==> src/crc_defines.vh <==
// register map, field layout, mode table and timing constants of the clock ratio control
`ifndef CRC_DEFINES_VH
`define CRC_DEFINES_VH
`define CRC_FREQ_CTRL_ADDR 32'hFFC0_0000
`define CRC_STAB_CFG_ADDR 32'hFFC0_0010
`define CRC_CLK_STAT_ADDR 32'hFFC0_0014
`define CRC_CKOE_BIT 11
`define CRC_PLL1_BIT 10
`define CRC_PLL2_BIT 9
`define CRC_CPU_HI 8
`define CRC_CPU_LO 6
`define CRC_BUS_HI 5
`define CRC_BUS_LO 3
`define CRC_PER_HI 2
`define CRC_PER_LO 0
`define CRC_RSVD_MASK 16'h0FFF
`define CRC_INIT_MODE0 16'h0E1A
`define CRC_INIT_MODE1 16'h0E2C
`define CRC_INIT_MODE23 16'h0E13
`define CRC_INIT_MODE45 16'h0E0A
`define CRC_INIT_MODE6 16'h0808
`define CRC_STAB_DEFAULT 16'h0100
`define CRC_POR_CYCLES 4'h4
`endif

==> src/crc_clock_ratio_control.v <==
// apb-controlled clock ratio control: frequency control register, straps, dividers, stabilization wait
//
// The APB register port was left to the implementer.
`timescale 1ns/100ps
`default_nettype none
`include "crc_defines.vh"
// Contract
// - frequency control is 16 bits, word access only
// - register loaded only at power-on reset
// - strap pins select mode and initial value
// - halving divider set only by mode
// - pll1 factor set only by mode
// - bits 15-12 read zero, write zero
// - bit 11 enables bus clock pin output
// - disabled pin keeps internal frequency running
// - no pull-up during hardware standby
// - bit 10 enables pll1, resets one except in mode 6 (zero)
// - bit 9 enables pll2, resets one except in mode 6 (zero)
// - cpu ratio bits 8-6, six codes
// - bus ratio bits 5-3, six codes
// - peripheral ratio bits 2-0, five codes
// - ratios divide mode-chosen reference clock
// - cpu or peripheral change is immediate
// - pll1 enable halts clock until overflow
// - bus change waits only when pll2 on
module crc_clock_ratio_control (
  // clock and reset
  input wire clock,
  input wire rst,
  // apb slave
  input wire psel,
  input wire penable,
  input wire pwrite,
  input wire [31:0] paddr,
  input wire [31:0] pwdata,
  input wire [3:0] pstrb,
  output wire [31:0] prdata,
  output wire pready,
  output wire pslverr,
  // straps, reference and standby
  input wire [2:0] mode_strap_pins,
  input wire input_clock_en,
  input wire pll1_out_en,
  input wire hw_standby,
  // bus clock output pin
  output reg bus_clock_output_pin_o,
  output reg bus_clock_output_pin_oe_n,
  output reg bus_clock_pullup_en,
  // clock enables and status
  output wire cpu_clock_en,
  output wire bus_clock_en,
  output wire periph_clock_en,
  output reg pll1_on,
  output reg pll2_on,
  output reg internal_halt,
  output reg halving_divider_on,
  output reg pll1_mult_x12
);
  localparam ST_RUN = 2'h0;
  localparam ST_WAIT1 = 2'h1;
  localparam ST_WAIT2 = 2'h2;

  reg [15:0] frequency_control_reg;
  reg [15:0] stab_count_reg;
  reg [15:0] watchdog_timer_reg;
  reg [1:0] state_reg;
  reg [1:0] state_next;
  reg [3:0] por_cnt_reg;
  reg strap_loaded_reg;
  reg [31:0] prdata_reg;
  reg bus_half_reg;
  wire [15:0] init_value;
  wire halve_input;
  wire pll1_x12;
  wire ref_en;
  wire bus_tick;

  function [15:0] sanitize;
    input [15:0] v;
    begin
      sanitize = v & `CRC_RSVD_MASK;
    end
  endfunction

  crc_mode_decode u_decode (
    .mode(mode_strap_pins),
    .init_value(init_value),
    .halve_input(halve_input),
    .pll1_x12(pll1_x12)
  );

  // apb decode: word write needs low halfword strobes; anything else is an error
  wire access = psel && penable;
  wire hit_freq = (paddr == `CRC_FREQ_CTRL_ADDR);
  wire hit_stab = (paddr == `CRC_STAB_CFG_ADDR);
  wire hit_stat = (paddr == `CRC_CLK_STAT_ADDR);
  wire size_ok = !pwrite || (pstrb[1:0] == 2'h3);
  wire hit_any = hit_freq || hit_stab || hit_stat;
  wire wr_freq = access && pwrite && hit_freq && size_ok;
  wire wr_stab = access && pwrite && hit_stab && size_ok;
  wire [15:0] new_val = sanitize(pwdata[15:0]);
  wire bus_changed = new_val[`CRC_BUS_HI:`CRC_BUS_LO] != frequency_control_reg[`CRC_BUS_HI:`CRC_BUS_LO];
  wire pll1_rise = new_val[`CRC_PLL1_BIT] && !frequency_control_reg[`CRC_PLL1_BIT];
  wire wdt_over = (watchdog_timer_reg == 16'hFFFF);

  assign pready = 1'b1;
  assign pslverr = access && (!hit_any || !size_ok || (pwrite && hit_stat));
  assign prdata = prdata_reg;

  // register loads from straps only after the power-on reset releases
  always @(posedge clock or posedge rst) begin
    if (rst) begin
      por_cnt_reg <= 4'h0;
      strap_loaded_reg <= 1'b0;
      frequency_control_reg <= 16'h0000;
      halving_divider_on <= 1'b0;
      pll1_mult_x12 <= 1'b0;
    end else if (!strap_loaded_reg) begin
      if (por_cnt_reg == `CRC_POR_CYCLES) begin
        strap_loaded_reg <= 1'b1;
        frequency_control_reg <= init_value;
        halving_divider_on <= halve_input;
        pll1_mult_x12 <= pll1_x12;
      end else begin
        por_cnt_reg <= por_cnt_reg + 4'h1;
      end
    end else if (wr_freq && state_reg == ST_RUN) begin
      frequency_control_reg <= new_val;
    end
  end

  always @(posedge clock or posedge rst) begin
    if (rst) begin
      stab_count_reg <= `CRC_STAB_DEFAULT;
    end else if (wr_stab) begin
      stab_count_reg <= pwdata[15:0];
    end
  end

  always @(posedge clock or posedge rst) begin
    if (rst) begin
      prdata_reg <= 32'h0000_0000;
    end else if (psel && !penable && !pwrite) begin
      if (paddr == `CRC_FREQ_CTRL_ADDR) begin
        prdata_reg <= {16'h0000, sanitize(frequency_control_reg)};
      end else if (paddr == `CRC_STAB_CFG_ADDR) begin
        prdata_reg <= {16'h0000, stab_count_reg};
      end else if (paddr == `CRC_CLK_STAT_ADDR) begin
        prdata_reg <= {26'h000_0000, halving_divider_on, pll1_mult_x12, pll1_on, pll2_on,
                       internal_halt, strap_loaded_reg};
      end else begin
        prdata_reg <= 32'h0000_0000;
      end
    end
  end

  // stabilization wait: one period for pll1 alone, a second when pll2 is on
  always @* begin
    state_next = state_reg;
    case (state_reg)
      ST_RUN: begin
        if (wr_freq && strap_loaded_reg) begin
          if (pll1_rise) begin
            state_next = ST_WAIT1;
          end else if (bus_changed && new_val[`CRC_PLL2_BIT]) begin
            state_next = ST_WAIT2;
          end
        end
      end
      ST_WAIT1: begin
        if (wdt_over) begin
          state_next = frequency_control_reg[`CRC_PLL2_BIT] ? ST_WAIT2 : ST_RUN;
        end
      end
      ST_WAIT2: begin
        if (wdt_over) begin
          state_next = ST_RUN;
        end
      end
      default: state_next = ST_RUN;
    endcase
  end

  always @(posedge clock or posedge rst) begin
    if (rst) begin
      state_reg <= ST_RUN;
      watchdog_timer_reg <= 16'h0000;
      internal_halt <= 1'b0;
    end else begin
      state_reg <= state_next;
      internal_halt <= (state_next != ST_RUN);
      // counter reloads on overflow and while running; it counts up through each wait period
      if (state_reg == ST_RUN || wdt_over) begin
        watchdog_timer_reg <= stab_count_reg;
      end else begin
        watchdog_timer_reg <= watchdog_timer_reg + 16'h0001;
      end
    end
  end

  // reference: halved input, raw input or pll1 output
  reg half_phase_reg;
  always @(posedge clock or posedge rst) begin
    if (rst) begin
      half_phase_reg <= 1'b0;
    end else if (input_clock_en) begin
      half_phase_reg <= ~half_phase_reg;
    end
  end
  assign ref_en = frequency_control_reg[`CRC_PLL1_BIT] ? pll1_out_en :
                  (halving_divider_on ? (input_clock_en && half_phase_reg) : input_clock_en);

  // clocks stop during a wait but not when the pin is disabled
  wire run = strap_loaded_reg && !internal_halt;

  crc_ratio_divider u_cpu (
    .clock(clock),
    .rst(rst),
    .ref_en(ref_en),
    .code(frequency_control_reg[`CRC_CPU_HI:`CRC_CPU_LO]),
    .offset_half(1'b0),
    .run(run),
    .tick(cpu_clock_en)
  );
  crc_ratio_divider u_bus (
    .clock(clock),
    .rst(rst),
    .ref_en(ref_en),
    .code(frequency_control_reg[`CRC_BUS_HI:`CRC_BUS_LO]),
    .offset_half(1'b0),
    .run(run),
    .tick(bus_tick)
  );
  crc_ratio_divider u_per (
    .clock(clock),
    .rst(rst),
    .ref_en(ref_en),
    .code(frequency_control_reg[`CRC_PER_HI:`CRC_PER_LO]),
    .offset_half(1'b1),
    .run(run),
    .tick(periph_clock_en)
  );
  assign bus_clock_en = bus_tick;

  // pin toggles at each bus tick; high impedance when disabled, with pull-up outside hardware standby
  always @(posedge clock or posedge rst) begin
    if (rst) begin
      bus_half_reg <= 1'b0;
      bus_clock_output_pin_o <= 1'b0;
      bus_clock_output_pin_oe_n <= 1'b1;
      bus_clock_pullup_en <= 1'b0;
      pll1_on <= 1'b0;
      pll2_on <= 1'b0;
    end else begin
      if (bus_tick) begin
        bus_half_reg <= ~bus_half_reg;
      end
      bus_clock_output_pin_o <= bus_half_reg;
      bus_clock_output_pin_oe_n <= !(strap_loaded_reg && frequency_control_reg[`CRC_CKOE_BIT]);
      bus_clock_pullup_en <= strap_loaded_reg && !frequency_control_reg[`CRC_CKOE_BIT] && !hw_standby;
      pll1_on <= frequency_control_reg[`CRC_PLL1_BIT];
      pll2_on <= frequency_control_reg[`CRC_PLL2_BIT];
    end
  end
endmodule // crc_clock_ratio_control
`default_nettype wire

==> src/crc_mode_decode.v <==
// strap decoder: operating mode to initial register value, halving divider and pll1 factor
`timescale 1ns/100ps
`default_nettype none
`include "crc_defines.vh"
module crc_mode_decode (
  // straps
  input wire [2:0] mode,
  // decoded mode properties
  output reg [15:0] init_value,
  output reg halve_input,
  output reg pll1_x12
);
  always @* begin
    init_value = `CRC_INIT_MODE0;
    halve_input = 1'b0;
    pll1_x12 = 1'b1;
    case (mode)
      3'h0: init_value = `CRC_INIT_MODE0;
      3'h1: init_value = `CRC_INIT_MODE1;
      3'h2: begin
        init_value = `CRC_INIT_MODE23;
        halve_input = 1'b1;
        pll1_x12 = 1'b0;
      end
      3'h3: init_value = `CRC_INIT_MODE23;
      3'h4: begin
        init_value = `CRC_INIT_MODE45;
        halve_input = 1'b1;
        pll1_x12 = 1'b0;
      end
      3'h5: init_value = `CRC_INIT_MODE45;
      default: begin
        init_value = `CRC_INIT_MODE6;
        pll1_x12 = 1'b0;
      end
    endcase
  end
endmodule // crc_mode_decode
`default_nettype wire

==> src/crc_ratio_divider.v <==
// divides the reference rate into one-cycle enable pulses for a ratio code
`timescale 1ns/100ps
`default_nettype none
module crc_ratio_divider (
  // clock and reset
  input wire clock,
  input wire rst,
  // reference and control
  input wire ref_en,
  input wire [2:0] code,
  input wire offset_half,
  input wire run,
  // output enable pulse
  output reg tick
);
  reg [2:0] cnt_reg;
  reg [3:0] div;
  always @* begin
    case ({offset_half, code})
      4'h0: div = 4'h1;
      4'h1, 4'h8: div = 4'h2;
      4'h2, 4'h9: div = 4'h3;
      4'h3, 4'hA: div = 4'h4;
      4'h4, 4'hB: div = 4'h6;
      default: div = 4'h8;
    endcase
  end
  // counter keeps its count on a new code but compares against the new divisor, so a ratio change takes effect immediately
  always @(posedge clock or posedge rst) begin
    if (rst) begin
      cnt_reg <= 3'h0;
      tick <= 1'b0;
    end else begin
      tick <= 1'b0;
      if (run && ref_en) begin
        if ({1'b0, cnt_reg} >= div - 4'h1) begin
          cnt_reg <= 3'h0;
          tick <= 1'b1;
        end else begin
          cnt_reg <= cnt_reg + 3'h1;
        end
      end
    end
  end
endmodule // crc_ratio_divider
`default_nettype wire

==> config.mk <==
export PLATFORM = sky130hd
export DESIGN_NAME = crc_clock_ratio_control
export DESIGN_NICKNAME = d
export VERILOG_FILES = /design/src/crc_clock_ratio_control.v /design/src/crc_mode_decode.v /design/src/crc_ratio_divider.v
export VERILOG_INCLUDE_DIRS = /design/src /design/src/src
export SDC_FILE = /design/constraint.sdc
export NUM_CORES = 1
export LEC_CHECK = 0
export ABC_AREA = 1
export BUFFER_PORTS_ARGS = -buffer_cell sky130_fd_sc_hd__buf_2
export CAP_MARGIN = 20
export CORE_MARGIN = 4
export CORE_UTILIZATION = 50
export CTS_CLUSTER_SIZE = 12
export DETAILED_ROUTE_END_ITERATION = 10
export GPL_TIMING_DRIVEN = 0
export MAX_ROUTING_LAYER = met4
export PLACE_DENSITY_LB_ADDON = 0.05
export SETUP_SLACK_MARGIN = 0.1
export SYNTH_ARGS = -nofsm -noshare
export SYNTH_HDL_FRONTEND = slang
export SYNTH_SLANG_ARGS = --single-unit
export TNS_END_PERCENT = 30
==> constraint.sdc <==
create_clock -name clock -period 3.9 [get_ports clock]
set_input_delay 0.585 -clock clock [delete_from_list [all_inputs] [get_ports clock]]
set_output_delay 0.585 -clock clock [all_outputs]
set_load 0.05 [all_outputs]
==> out/summary.txt, run 1 <==
GRT Total Usage -> 0.226
Compound-gate portion of the synthesized area -> 0.0986
Syn_area_per_cell -> 8.07 um^2
Avg WL per Cell -> 13.8 um
CP max stage cell -> nor2_1
Hold Fails Final Rpt -> 0
Initial antenna violation count -> 0
Most used cell, CP -> nand2_1
Largest family of logic cells by synthesized area -> simple AND/OR/NAND/NOR gates
Synth Area in Adders -> 0.0586
Cell Area, Synth -> 0.00512 mm^2
Placed inst area -> 0.00582 mm^2
Fin area -> 0.00604 mm^2
Vias in the first global route -> 4367
PwrDens -> 356 mW/mm^2
CP cell instances -> buf_2 > inv_1 > nand2_1 > nor3_4 > nand2_1 > nor2_1 > nand2_1 > nand2_1 > nand2_1 > nand2_1 > buf_2
Post-route insts no fill -> 888
H-Tree Level Count -> 3
Die X -> 109 um
Crit Path Max Fanout -> 7
Via density -> 4.92
CP peak stage delay -> 370 ps
Post-Syn Instances -> 635
Fill cell count -> 928
DR pass1 iterations -> 4
CP endpoint kind -> output port
Minimum clock period -> 2730 ps
Post-DRT Antenna Nets -> 0
Final slew viol count -> 0
Leakage -> 3.34 nW
Startpoint types -> primary input
Clk_skew -> 17.6 ps
IO Port Bufs -> 88
Netlist cell types -> 39
Core area -> 0.00986 mm^2
CTS sink cnt -> 89
Layout net count -> 853
Simple-gate share of the synthesized area -> 0.265
Area growth from synthesis to layout -> 17.9%
CTS buffer count -> 9
Via count -> 4373
Worst vdd ir -> 0.269 mV
# DRC -> 0
Number of antenna diodes -> 0
CTS tree -> built
Gr ovfl total -> 0
Seq cells post-synth -> 89
First-pass GRT wire length -> 20500 um
Commonest non-fill, non-tap cell in the layout -> nand2_1
Post-synthesis xor/xnor area fraction -> 0.0393
DIE AREA -> 0.0119 mm^2
Crit path required time -> 3310 ps
Critical path arrival -> 2150 ps
Fmax -> 366 MHz
Final setup viols -> 0
Gpl congestion -> 0.904
Starting density of the core -> 0.520
Worst Path Buf+Inv -> 3
Vert. Die Dim -> 109 um
Clock Tree Buf Depth -> 2
RSZ-0062 raised after global routing -> false
Slew HR -> 0.655
Share of synthesized area spent on multiplexers -> 0
Hold buffers post-CTS -> 0
Least-Margin Pin Slew -> 518 ps
Total wire length -> 12200 um
Cell family with most CP delay -> simple AND/OR/NAND/NOR gates
Prevailing post-synth register cell -> dfrtp_1
# rows -> 36
1st-iter DRT viols -> 220
Largest net degree at the start of global routing -> 71
DP Wirelength -> 9870 um
Fin Hold WS -> 152 ps
Post-placement cell count -> 872
Seq/Total Area, Yosys -> 0.435
Period utilization -> 0.700
Most frequent cells in the layout -> nand2_1, buf_2, dfrtp_1, inv_1, o21ai_0
Max_cap viols -> 0
Post-synth EDFFs -> 0
Setup bufs post-CTS -> 0
IO Pins -> 124
Fraction of registers with async set or reset after synthesis -> 1.00
Latest clock arrival within the worst-skew pair -> 370 ps
Layout cells sized above 1 -> 0.228
Critical path class -> in -> out
Ys Warns -> 0
Worst hold path type -> in -> async
CTS resizes -> 0
CTS clock-pin slew for the worst setup and hold paths -> 100 ps
Clock root buffer -> clkbuf_8
Outcome -> complete, no violations
Pwr Total -> 2.15 mW
==> final timing paths <==
path / start / endpoint / slack [ps] / depth (start not counted)
max: paddr[6] / pslverr / 1170 / 11
min: rst / watchdog_timer_reg[9] / 150 / 2
max reg2reg: frequency_control_reg[3] / u_bus.cnt_reg[0] / 1420 / 12
min reg2reg: bus_half_reg / bus_clock_output_pin_o / 400 / 0
max in group asynchronous: rst / bus_clock_output_pin_oe_n / 3080 / 3
min in group clock: hw_standby / bus_clock_pullup_en / 360 / 2
==> layout make-up <==
class	instances	area, um^2	area share
Tap cell	133	166	0.0275
Timing Repair Buffer	89	468	0.0774
Clock buffer	9	124	0.0205
Inverter	79	299	0.0495
Buffer	32	225	0.0373
Sequential cell	89	2230	0.369
Clock inverter	7	100	0.0166
Multi-Input combinational cell	450	2430	0.402
==> cells by family (layout without fill, tap and decap cells) <==
| logic type | count (synthesis) | count (layout) |
|---|---|---|
| buffers and inverters | 111 | 216 |
| DFF | 89 | 89 |
| AOI/OAI and AO/OA | 87 | 87 |
| xor gates and xnor gates | 23 | 23 |
| and+or+nand+nor | 299 | 299 |
| adders and majority gates | 24 | 24 |
| other | 2 | 17 |
==> power breakdown <==
group | leakage [nW] | total [mW] | internal [mW] | switching [mW]
Combinational | 2.17 | 0.416 | 0.144 | 0.271
Clock | 0.114 | 0.715 | 0.366 | 0.349
Sequential | 1.05 | 1.02 | 0.982 | 0.0390
==> per-layer routing <==
layer | global-route usage | vias to the layer above | share of wire
li1 | - | 2230 | -
met1 | 0.275 | 2079 | 0.44
met2 | 0.396 | 55 | 0.53
met3 | 0.0243 | 9 | 0.024
met4 | 0.0721 | 0 | 0.010
met5 | - | - | 0
==> cell usage after synthesis, types with 2 or more instances <==
| master | instances | area (um^2) |
|---|---|---|
| nor2_4 | 2 | 22.5 |
| xor2_1 | 12 | 105 |
| dfstp_2 | 2 | 52.6 |
| nand2_2 | 4 | 25.0 |
| o21ai_1 | 4 | 20.0 |
| a21boi_0 | 3 | 22.5 |
| nor3_1 | 7 | 35.0 |
| o21ai_0 | 57 | 285 |
| nand3_1 | 42 | 210 |
| nand2_1 | 173 | 649 |
| o21ai_2 | 10 | 87.6 |
| a21oi_1 | 4 | 20.0 |
| o31ai_1 | 6 | 45.0 |
| ha_1 | 24 | 300 |
| dfrtp_1 | 87 | 2180 |
| clkbuf_1 | 3 | 11.3 |
| buf_4 | 20 | 150 |
| buf_6 | 3 | 33.8 |
| inv_1 | 78 | 293 |
| xnor2_1 | 11 | 96.3 |
| nor3_4 | 3 | 48.8 |
| or2_2 | 4 | 25.0 |
| nor2_2 | 3 | 18.8 |
| buf_2 | 6 | 30.0 |
| nand4_1 | 10 | 62.6 |
| conb_1 | 2 | 7.51 |
| nor2_1 | 43 | 161 |
==> worst reg2reg max path: stages, from the launching register on <==
cell and delay [ps]:
dfrtp_1 420, inv_1 120, ha_1 210, or2_2 290, o21ai_0 150, ha_1 300
ha_1 270, a21boi_0 160, o21ai_0 100, nand2_1 90, nand3_1 110, nand3_1 80
o21ai_0 80
==> stage by stage <==
stage,setup slack (ps),utilization,TNS (ps)
after floorplan,1010,-,0
after global placement,-117,0.587,-9410
after detailed placement,1170,0.590,0
after CTS,1170,0.613,0
after global routing,985,0.613,0
final,1170,0.613,0
(Power assumes the default switching activity.)
==> run 2: changes to the inputs <==
--- a/config.mk
+++ b/config.mk
@@ -6,11 +6,11 @@
 export SDC_FILE = /design/constraint.sdc
 export NUM_CORES = 1
 export LEC_CHECK = 0
-export ABC_AREA = 1
+export ABC_AREA = 0
 export BUFFER_PORTS_ARGS = -buffer_cell sky130_fd_sc_hd__buf_2
 export CAP_MARGIN = 20
 export CORE_MARGIN = 4
-export CORE_UTILIZATION = 50
+export CORE_UTILIZATION = 48
 export CTS_CLUSTER_SIZE = 12
 export DETAILED_ROUTE_END_ITERATION = 10
 export GPL_TIMING_DRIVEN = 0
==> constraint.sdc (replaced) <==
create_clock -name clock -period 2.4 [get_ports clock]
set_input_delay 0.36 -clock clock [delete_from_list [all_inputs] [get_ports clock]]
set_output_delay 0.36 -clock clock [all_outputs]
set_load 0.05 [all_outputs]
==> out/summary.txt, run 2 <==
Total wire length -> 11400 um (-6.7%)
Worst hold path type -> in -> async
GRT Total Usage -> 0.215 (-0.0114)
Seq cells post-synth -> 89 (unchanged)
Cell taking the most area after synthesis -> dfrtp_1
IO Pins -> 124 (unchanged)
Netlist cell types -> 52 (+33%)
Commonest non-fill, non-tap cell in the layout -> buf_2
Avg WL per Cell -> 15.4 um (+12%)
H-Tree Level Count -> 3 (unchanged)
CTS tree -> built
Multi-input logic area -> 0.00241 mm^2 (-0.98%)
# DRC -> 0 (unchanged)
Latest clock arrival within the worst-skew pair -> 360 ps (about the same)
Via count -> 3814 (-13%)
Reg2Reg Depth -> 10 (-2)
Most numerous cell in the Yosys netlist -> dfrtp_1
Crit path required time -> 2040 ps (-1270 ps)
RR Endpoint -> u_bus.cnt_reg[0]
Minimum clock period -> 2270 ps
Leakage -> 2.87 nW (-14%)
Fin Hold WS -> 11.0 ps (-141 ps)
DIE AREA -> 0.0117 mm^2 (-2.0%)
Startpoint types -> primary input
Hold Fails Final Rpt -> 0 (unchanged)
Post-synth top cells -> dfrtp_1, nand2_1, o21ai_0
CTS buffer count -> 9 (unchanged)
Via density -> 5.16 (+4.8%)
Clk_skew -> 13.1 ps (-4.45 ps)
Worst R2R Start -> frequency_control_reg[5]
Register area -> 0.00223 mm^2 (about the same)
Cell Area, Synth -> 0.00481 mm^2 (-6.1%)
Flop2flop setup slack -> 170 ps (-1250 ps)
Core area -> 0.00977 mm^2 (-0.91%)
Post-Syn Instances -> 483 (-24%)
Seq/Total Area, Yosys -> 0.463 (+0.0280)
Slew HR -> 0.511 (-0.144)
Prevailing post-synth register cell -> dfrtp_1
Clock root buffer -> clkbuf_8
Fin area -> 0.00584 mm^2 (-3.4%)
Final slew viol count -> 0 (unchanged)
CTS clock-pin slew for the worst setup and hold paths -> 100 ps (about the same)
Syn_area_per_cell -> 9.97 um^2 (+24%)
Fin util -> 0.597 (-0.0152)
PwrDens -> 539 mW/mm^2 (+51%)
IO Port Bufs -> 87 (-1.1%)
Gpl congestion -> 0.854 (-5.5%)
Pwr Total -> 3.15 mW (+46%)
First-pass GRT wire length -> 19200 um (-6.1%)
Post-placement cell count -> 720 (-17%)
Post-route insts no fill -> 739 (-17%)
Die X -> 108 um (-1.0%)
Area growth from synthesis to layout -> 21.3%
Post-synth EDFFs -> 0 (unchanged)
Critical path arrival -> 1910 ps (-240 ps)
Post-DRT Antenna Nets -> 0 (unchanged)
Outcome -> complete, no violations
Slack of the critical path -> 131 ps (-1040 ps)
Vert. Die Dim -> 108 um (-1.0%)
Layout cells sized above 1 -> 0.290 (+0.0626)
Critical path class -> in -> out
RSZ-0062 raised after global routing -> true
Final setup viols -> 0 (unchanged)
Gr ovfl total -> 0 (unchanged)
# rows -> 36 (unchanged)
Placement Setup Slack -> -193 ps (-1360 ps)
Initial antenna violation count -> 0 (unchanged)
Starting density of the core -> 0.493 (-0.0270)
Clock Tree Buf Depth -> 2 (unchanged)
Worst vdd ir -> 0.307 mV (+14%)
Ys Warns -> 0 (unchanged)
Placed inst area -> 0.00552 mm^2 (-5.2%)
Vias in the first global route -> 3949 (-9.6%)
Synth area leaders -> dfrtp_1, ha_1, nand2_1
DR pass1 iterations -> 5 (+1)
Fmax -> 441 MHz
Period utilization -> 0.945
Crit Path Max Fanout -> 3 (-4)
Global routing usage on met2 -> 0.354 (-0.0426)
Synth top area share -> 0.452 (+0.0274)
Largest net degree at the start of global routing -> 38 (-46%)
CP endpoint kind -> output port
Gr busiest metal -> met2
Max_cap viols -> 0 (unchanged)
CTS sink cnt -> 89 (unchanged)
Least-Margin Pin Slew -> 733 ps (+216 ps)
Layout net count -> 704 (-17%)
TNS Setup -> 0 ps (unchanged)
Most frequent cells in the layout -> buf_2, dfrtp_1, nand2_1, o21ai_0
Grt met3 use -> 0.0275 (+0.00319)
Fraction of registers with async set or reset after synthesis -> 1.00 (unchanged)
Number of antenna diodes -> 0 (unchanged)
M1 GR Usage -> 0.286 (+0.0109)
1st-iter DRT viols -> 96 (-56%)
Fill cell count -> 890 (-4.1%)
DP Wirelength -> 8690 um (-12%)
==> run 2: cell types whose count changed in the layout (fill, tap and decap cells not counted), moves of 13 or more <==
cell     delta
nand2_1    -99
inv_1      -61
nor2_1     -25
nand3_1    -23
mux2_2     +17
mux2i_1    +13
==> run 2: logic make-up after synthesis <==
kind of cell | after synthesis | synth area share
other | 2 | 0.00156
buffers and inverters | 55 | 0.0598
flip-flops | 89 | 0.463
adder cells (fa/ha/maj) | 24 | 0.0624
AO/OA/AOI/OAI | 85 | 0.106
AND/OR/NAND/NOR | 165 | 0.174
XOR/XNOR | 28 | 0.0509
multiplexers | 35 | 0.0824
==> run 2: cell type report <==
type | count | share of cell area
Tap cell | 133 | 0.0285
Inverter | 20 | 0.0135
Buffer | 34 | 0.0358
Timing Repair Buffer | 93 | 0.0866
Clock inverter | 7 | 0.0201
Clock buffer | 9 | 0.0212
Multi-Input combinational cell | 354 | 0.412
Sequential cell | 89 | 0.382
==> run 2: how the worst max path moves through the flow <==
stage | from | to | slack, ps | cells past startpoint
after floorplan | paddr[9] | frequency_control_reg[10] | 90 | 6
after global placement | paddr[9] | stab_count_reg[2] | -160 | 7
after detailed placement | paddr[9] | prdata[13] | -190 | 7
after CTS | frequency_control_reg[4] | u_bus.cnt_reg[0] | 100 | 10
after global routing | frequency_control_reg[5] | u_bus.cnt_reg[0] | -30 | 10
final | paddr[9] | pslverr | 130 | 6
==> run 2: per-layer routing <==
| layer | part of all wire | vias to the layer above | wire [um] |
|---|---|---|---|
| met5 | 0 | - | 0 |
| met3 | 0.044 | 15 | 502 |
| li1 | - | 1872 | - |
| met1 | 0.45 | 1837 | 5170 |
| met4 | 0.014 | 0 | 164 |
| met2 | 0.49 | 90 | 5580 |
==> run 2: power by group <==
part	total, mW	switching (mW)	leakage [nW]	internal, mW
clock network	1.26	0.565	0.124	0.694
registers	1.54	0.0218	1.15	1.52
logic	0.349	0.217	1.59	0.132
total	3.15	0.804	2.87	2.35
==> run 2: worst max-delay path, cell delays in order <==
cell and delay [ps]:
buf_2 90, or4b_1 500, or4_4 530, nor2_2 130, a31oi_1 90, buf_4 200
==> run 2: repair_timing <==
item                       in CTS  in global routing
pin swaps                       0                  4
buffers inserted                1                  2
gates resized for setup         5                 14
hold buffers                    0                  0
setup endpoints to repair       8                 25
hold endpoints to repair        0                  0
==> run 3: changes to the inputs <==
==> constraint.sdc (replaced) <==
create_clock -name clock -period 2 [get_ports clock]
set_input_delay 0.3 -clock clock [delete_from_list [all_inputs] [get_ports clock]]
set_output_delay 0.3 -clock clock [all_outputs]
set_load 0.05 [all_outputs]
==> out/summary.txt, run 3 (same netlist as run 2, synthesis figures left out) <==
Clock Tree Buf Depth -> 2 (unchanged)
H-Tree Level Count -> 3 (unchanged)
CP endpoint kind -> output port
Fmax -> 465 MHz
Largest net degree at the start of global routing -> 38 (unchanged)
CP cell instances -> buf_6 > or4b_1 > or4_4 > nor2_4 > a31oi_1 > buf_4
Grt met3 use -> 0.0263 (-0.00119)
Int Power -> 2.86 mW (+22%)
DR pass1 iterations -> 4 (-1)
Gr ovfl total -> 0 (unchanged)
CTS clock-pin slew for the worst setup and hold paths -> 90 ps (about the same)
Least-Margin Pin Slew -> 736 ps (+2.89 ps)
Commonest non-fill, non-tap cell in the layout -> dfrtp_1
Total wire length -> 12300 um (+7.3%)
Failing checks -> negative setup slack
1st-iter DRT viols -> 165 (+72%)
Worst vdd ir -> 0.386 mV (+26%)
Worst Path Buf+Inv -> 2 (unchanged)
Crit Path Max Fanout -> 3 (unchanged)
Switching Fraction -> 0.260 (+0.00431)
IO Pins -> 124 (unchanged)
# DRC -> 0 (unchanged)
First-pass GRT wire length -> 19800 um (+2.8%)
Avg WL per Cell -> 16.1 um (+4.2%)
Endpoint, Worst Hold -> bus_clock_pullup_en
Outcome -> finished with violations
Worst hold path type -> in -> reg
IO Port Bufs -> 87 (unchanged)
Die X -> 108 um (unchanged)
Max_cap viols -> 0 (unchanged)
RSZ-0062 raised after global routing -> true
Gr busiest metal -> met2
Via density -> 5.13 (-0.55%)
Post-DRT Antenna Nets -> 0 (unchanged)
Slack of the critical path -> -152 ps (-284 ps)
Final slew viol count -> 0 (unchanged)
Minimum clock period -> 2150 ps
Clock power frac -> 0.393 (-0.007)
Hold Crit Start -> hw_standby
CP peak stage delay -> 540 ps (about the same)
Via count -> 3906 (+2.4%)
CTS sink cnt -> 89 (unchanged)
PwrDens -> 613 mW/mm^2 (+14%)
CP max stage cell -> or4_4
Leakage -> 3.10 nW (+7.8%)
CTS tree -> built
Fin area -> 0.00631 mm^2 (+8.1%)
GRT Total Usage -> 0.222 (+0.00669)
Period utilization -> 1.08
Clk_skew -> 12.3 ps (-0.797 ps)
Startpoint types -> primary input
Combinational share of power -> 0.129 (+0.018)
Reg power frac -> 0.478 (-0.011)
Global routing usage on met2 -> 0.368 (+0.0138)
Hold Fails Final Rpt -> 0 (unchanged)
Critical path class -> in -> out
# rows -> 36 (unchanged)
Layout cells sized above 1 -> 0.355 (+0.0647)
Clock root buffer -> clkbuf_8
Slew HR -> 0.509 (-0.00193)
Core area -> 0.00977 mm^2 (unchanged)
Worst Hold Path Cells -> 2
Cell family with most CP delay -> simple AND/OR/NAND/NOR gates
M1 GR Usage -> 0.296 (+0.00967)
CTS buffer count -> 9 (unchanged)
Critical path arrival -> 1850 ps (-60 ps)
Vias in the first global route -> 3988 (+0.99%)
Area growth from synthesis to layout -> 31.1%
Placed inst area -> 0.00552 mm^2 (unchanged)
Flop2flop setup slack -> -110 ps (-280 ps)
RR Endpoint -> u_cpu.tick
Fin Hold WS -> 86.7 ps (+75.7 ps)
DP Wirelength -> 8690 um (unchanged)
Gpl congestion -> 0.854 (unchanged)
Switch Pwr -> 1.00 mW (+25%)
Most frequent cells in the layout -> dfrtp_1, buf_2, nand2_1, buf_4, o21ai_0
Worst R2R Start -> frequency_control_reg[6]
Starting density of the core -> 0.493 (unchanged)
Reg2Reg Depth -> 11 (+1)
Number of antenna diodes -> 0 (unchanged)
Vert. Die Dim -> 108 um (unchanged)
DIE AREA -> 0.0117 mm^2 (unchanged)
Layout net count -> 726 (+3.1%)
Initial antenna violation count -> 0 (unchanged)
Final setup viols -> 15 (+15)
Latest clock arrival within the worst-skew pair -> 360 ps (about the same)
Crit path required time -> 1700 ps (-340 ps)
-- run 3: cell count changes in the layout (fill, tap and decap cells not counted), moves of 5 or more --
cell,delta
ha_4,+5
ha_1,-5
clkbuf_1,-5
buf_4,+17
o21ai_0,-9
o21ai_1,+8
mux2_2,-14
buf_6,+7
mux2_4,+14
-- run 3: metrics by stage --
step                      std cells  utilization  worst slack, ps  power [mW]  setup TNS (ps)
after floorplan                 498            -             -249        2.15           -6940
after global placement          718        0.560             -512        2.27          -24930
after detailed placement        720        0.564             -542        2.29          -26430
after CTS                       750        0.617             -127        3.84           -1770
after global routing            761        0.646             -224        4.02           -2150
final                           761        0.646             -152        3.87           -1040
-- run 3: cell type report --
class,count,area (um^2)
multi-input combinational,354,2630
inverter,20,78.8
clock buffer,9,124
sequential,89,2230
timing repair buffer,116,727
tap,133,166
buffer,33,235
clock inverter,7,118
fill,838,3460
-- run 3: power by group through the flow --
stage | clock network [mW] | logic [mW] | registers [mW]
2_1_floorplan | 0 | 0.260 | 1.89
3_3_place_gp | 0 | 0.389 | 1.88
3_5_place_dp | 0 | 0.408 | 1.88
4_1_cts | 1.54 | 0.454 | 1.85
5_1_grt | 1.62 | 0.547 | 1.85
6_report | 1.52 | 0.500 | 1.85
-- run 3: what timing repair did --
item                                    4_1_cts  5_1_grt
endpoints found under the hold margin        19        0
buffers inserted                             15       11
endpoints found under the setup margin       75       73
gates resized for setup                      45       50
hold buffers                                  1        0
pin swaps                                    25       17
-- run 3: layer usage --
layer / wire [um] / up-vias / share of wire
met3: 449 / 10 / 0.037
met2: 6090 / 93 / 0.50
met5: 0 / - / 0
met4: 118 / 0 / 0.0096
li1: - / 1911 / -
met1: 5590 / 1892 / 0.46
-- run 3: worst max path at each step --
| stage | from | end | slack [ps] | cells past startpoint |
|---|---|---|---|---|
| after CTS | paddr[9] | pslverr | -130 | 6 |
| after global routing | frequency_control_reg[6] | u_cpu.cnt_reg[0] | -220 | 11 |
| after global placement | frequency_control_reg[3] | u_bus.cnt_reg[0] | -510 | 10 |
| final | paddr[9] | pslverr | -150 | 6 |
| after floorplan | paddr[9] | frequency_control_reg[10] | -250 | 6 |
| after detailed placement | frequency_control_reg[6] | u_cpu.cnt_reg[0] | -540 | 10 |
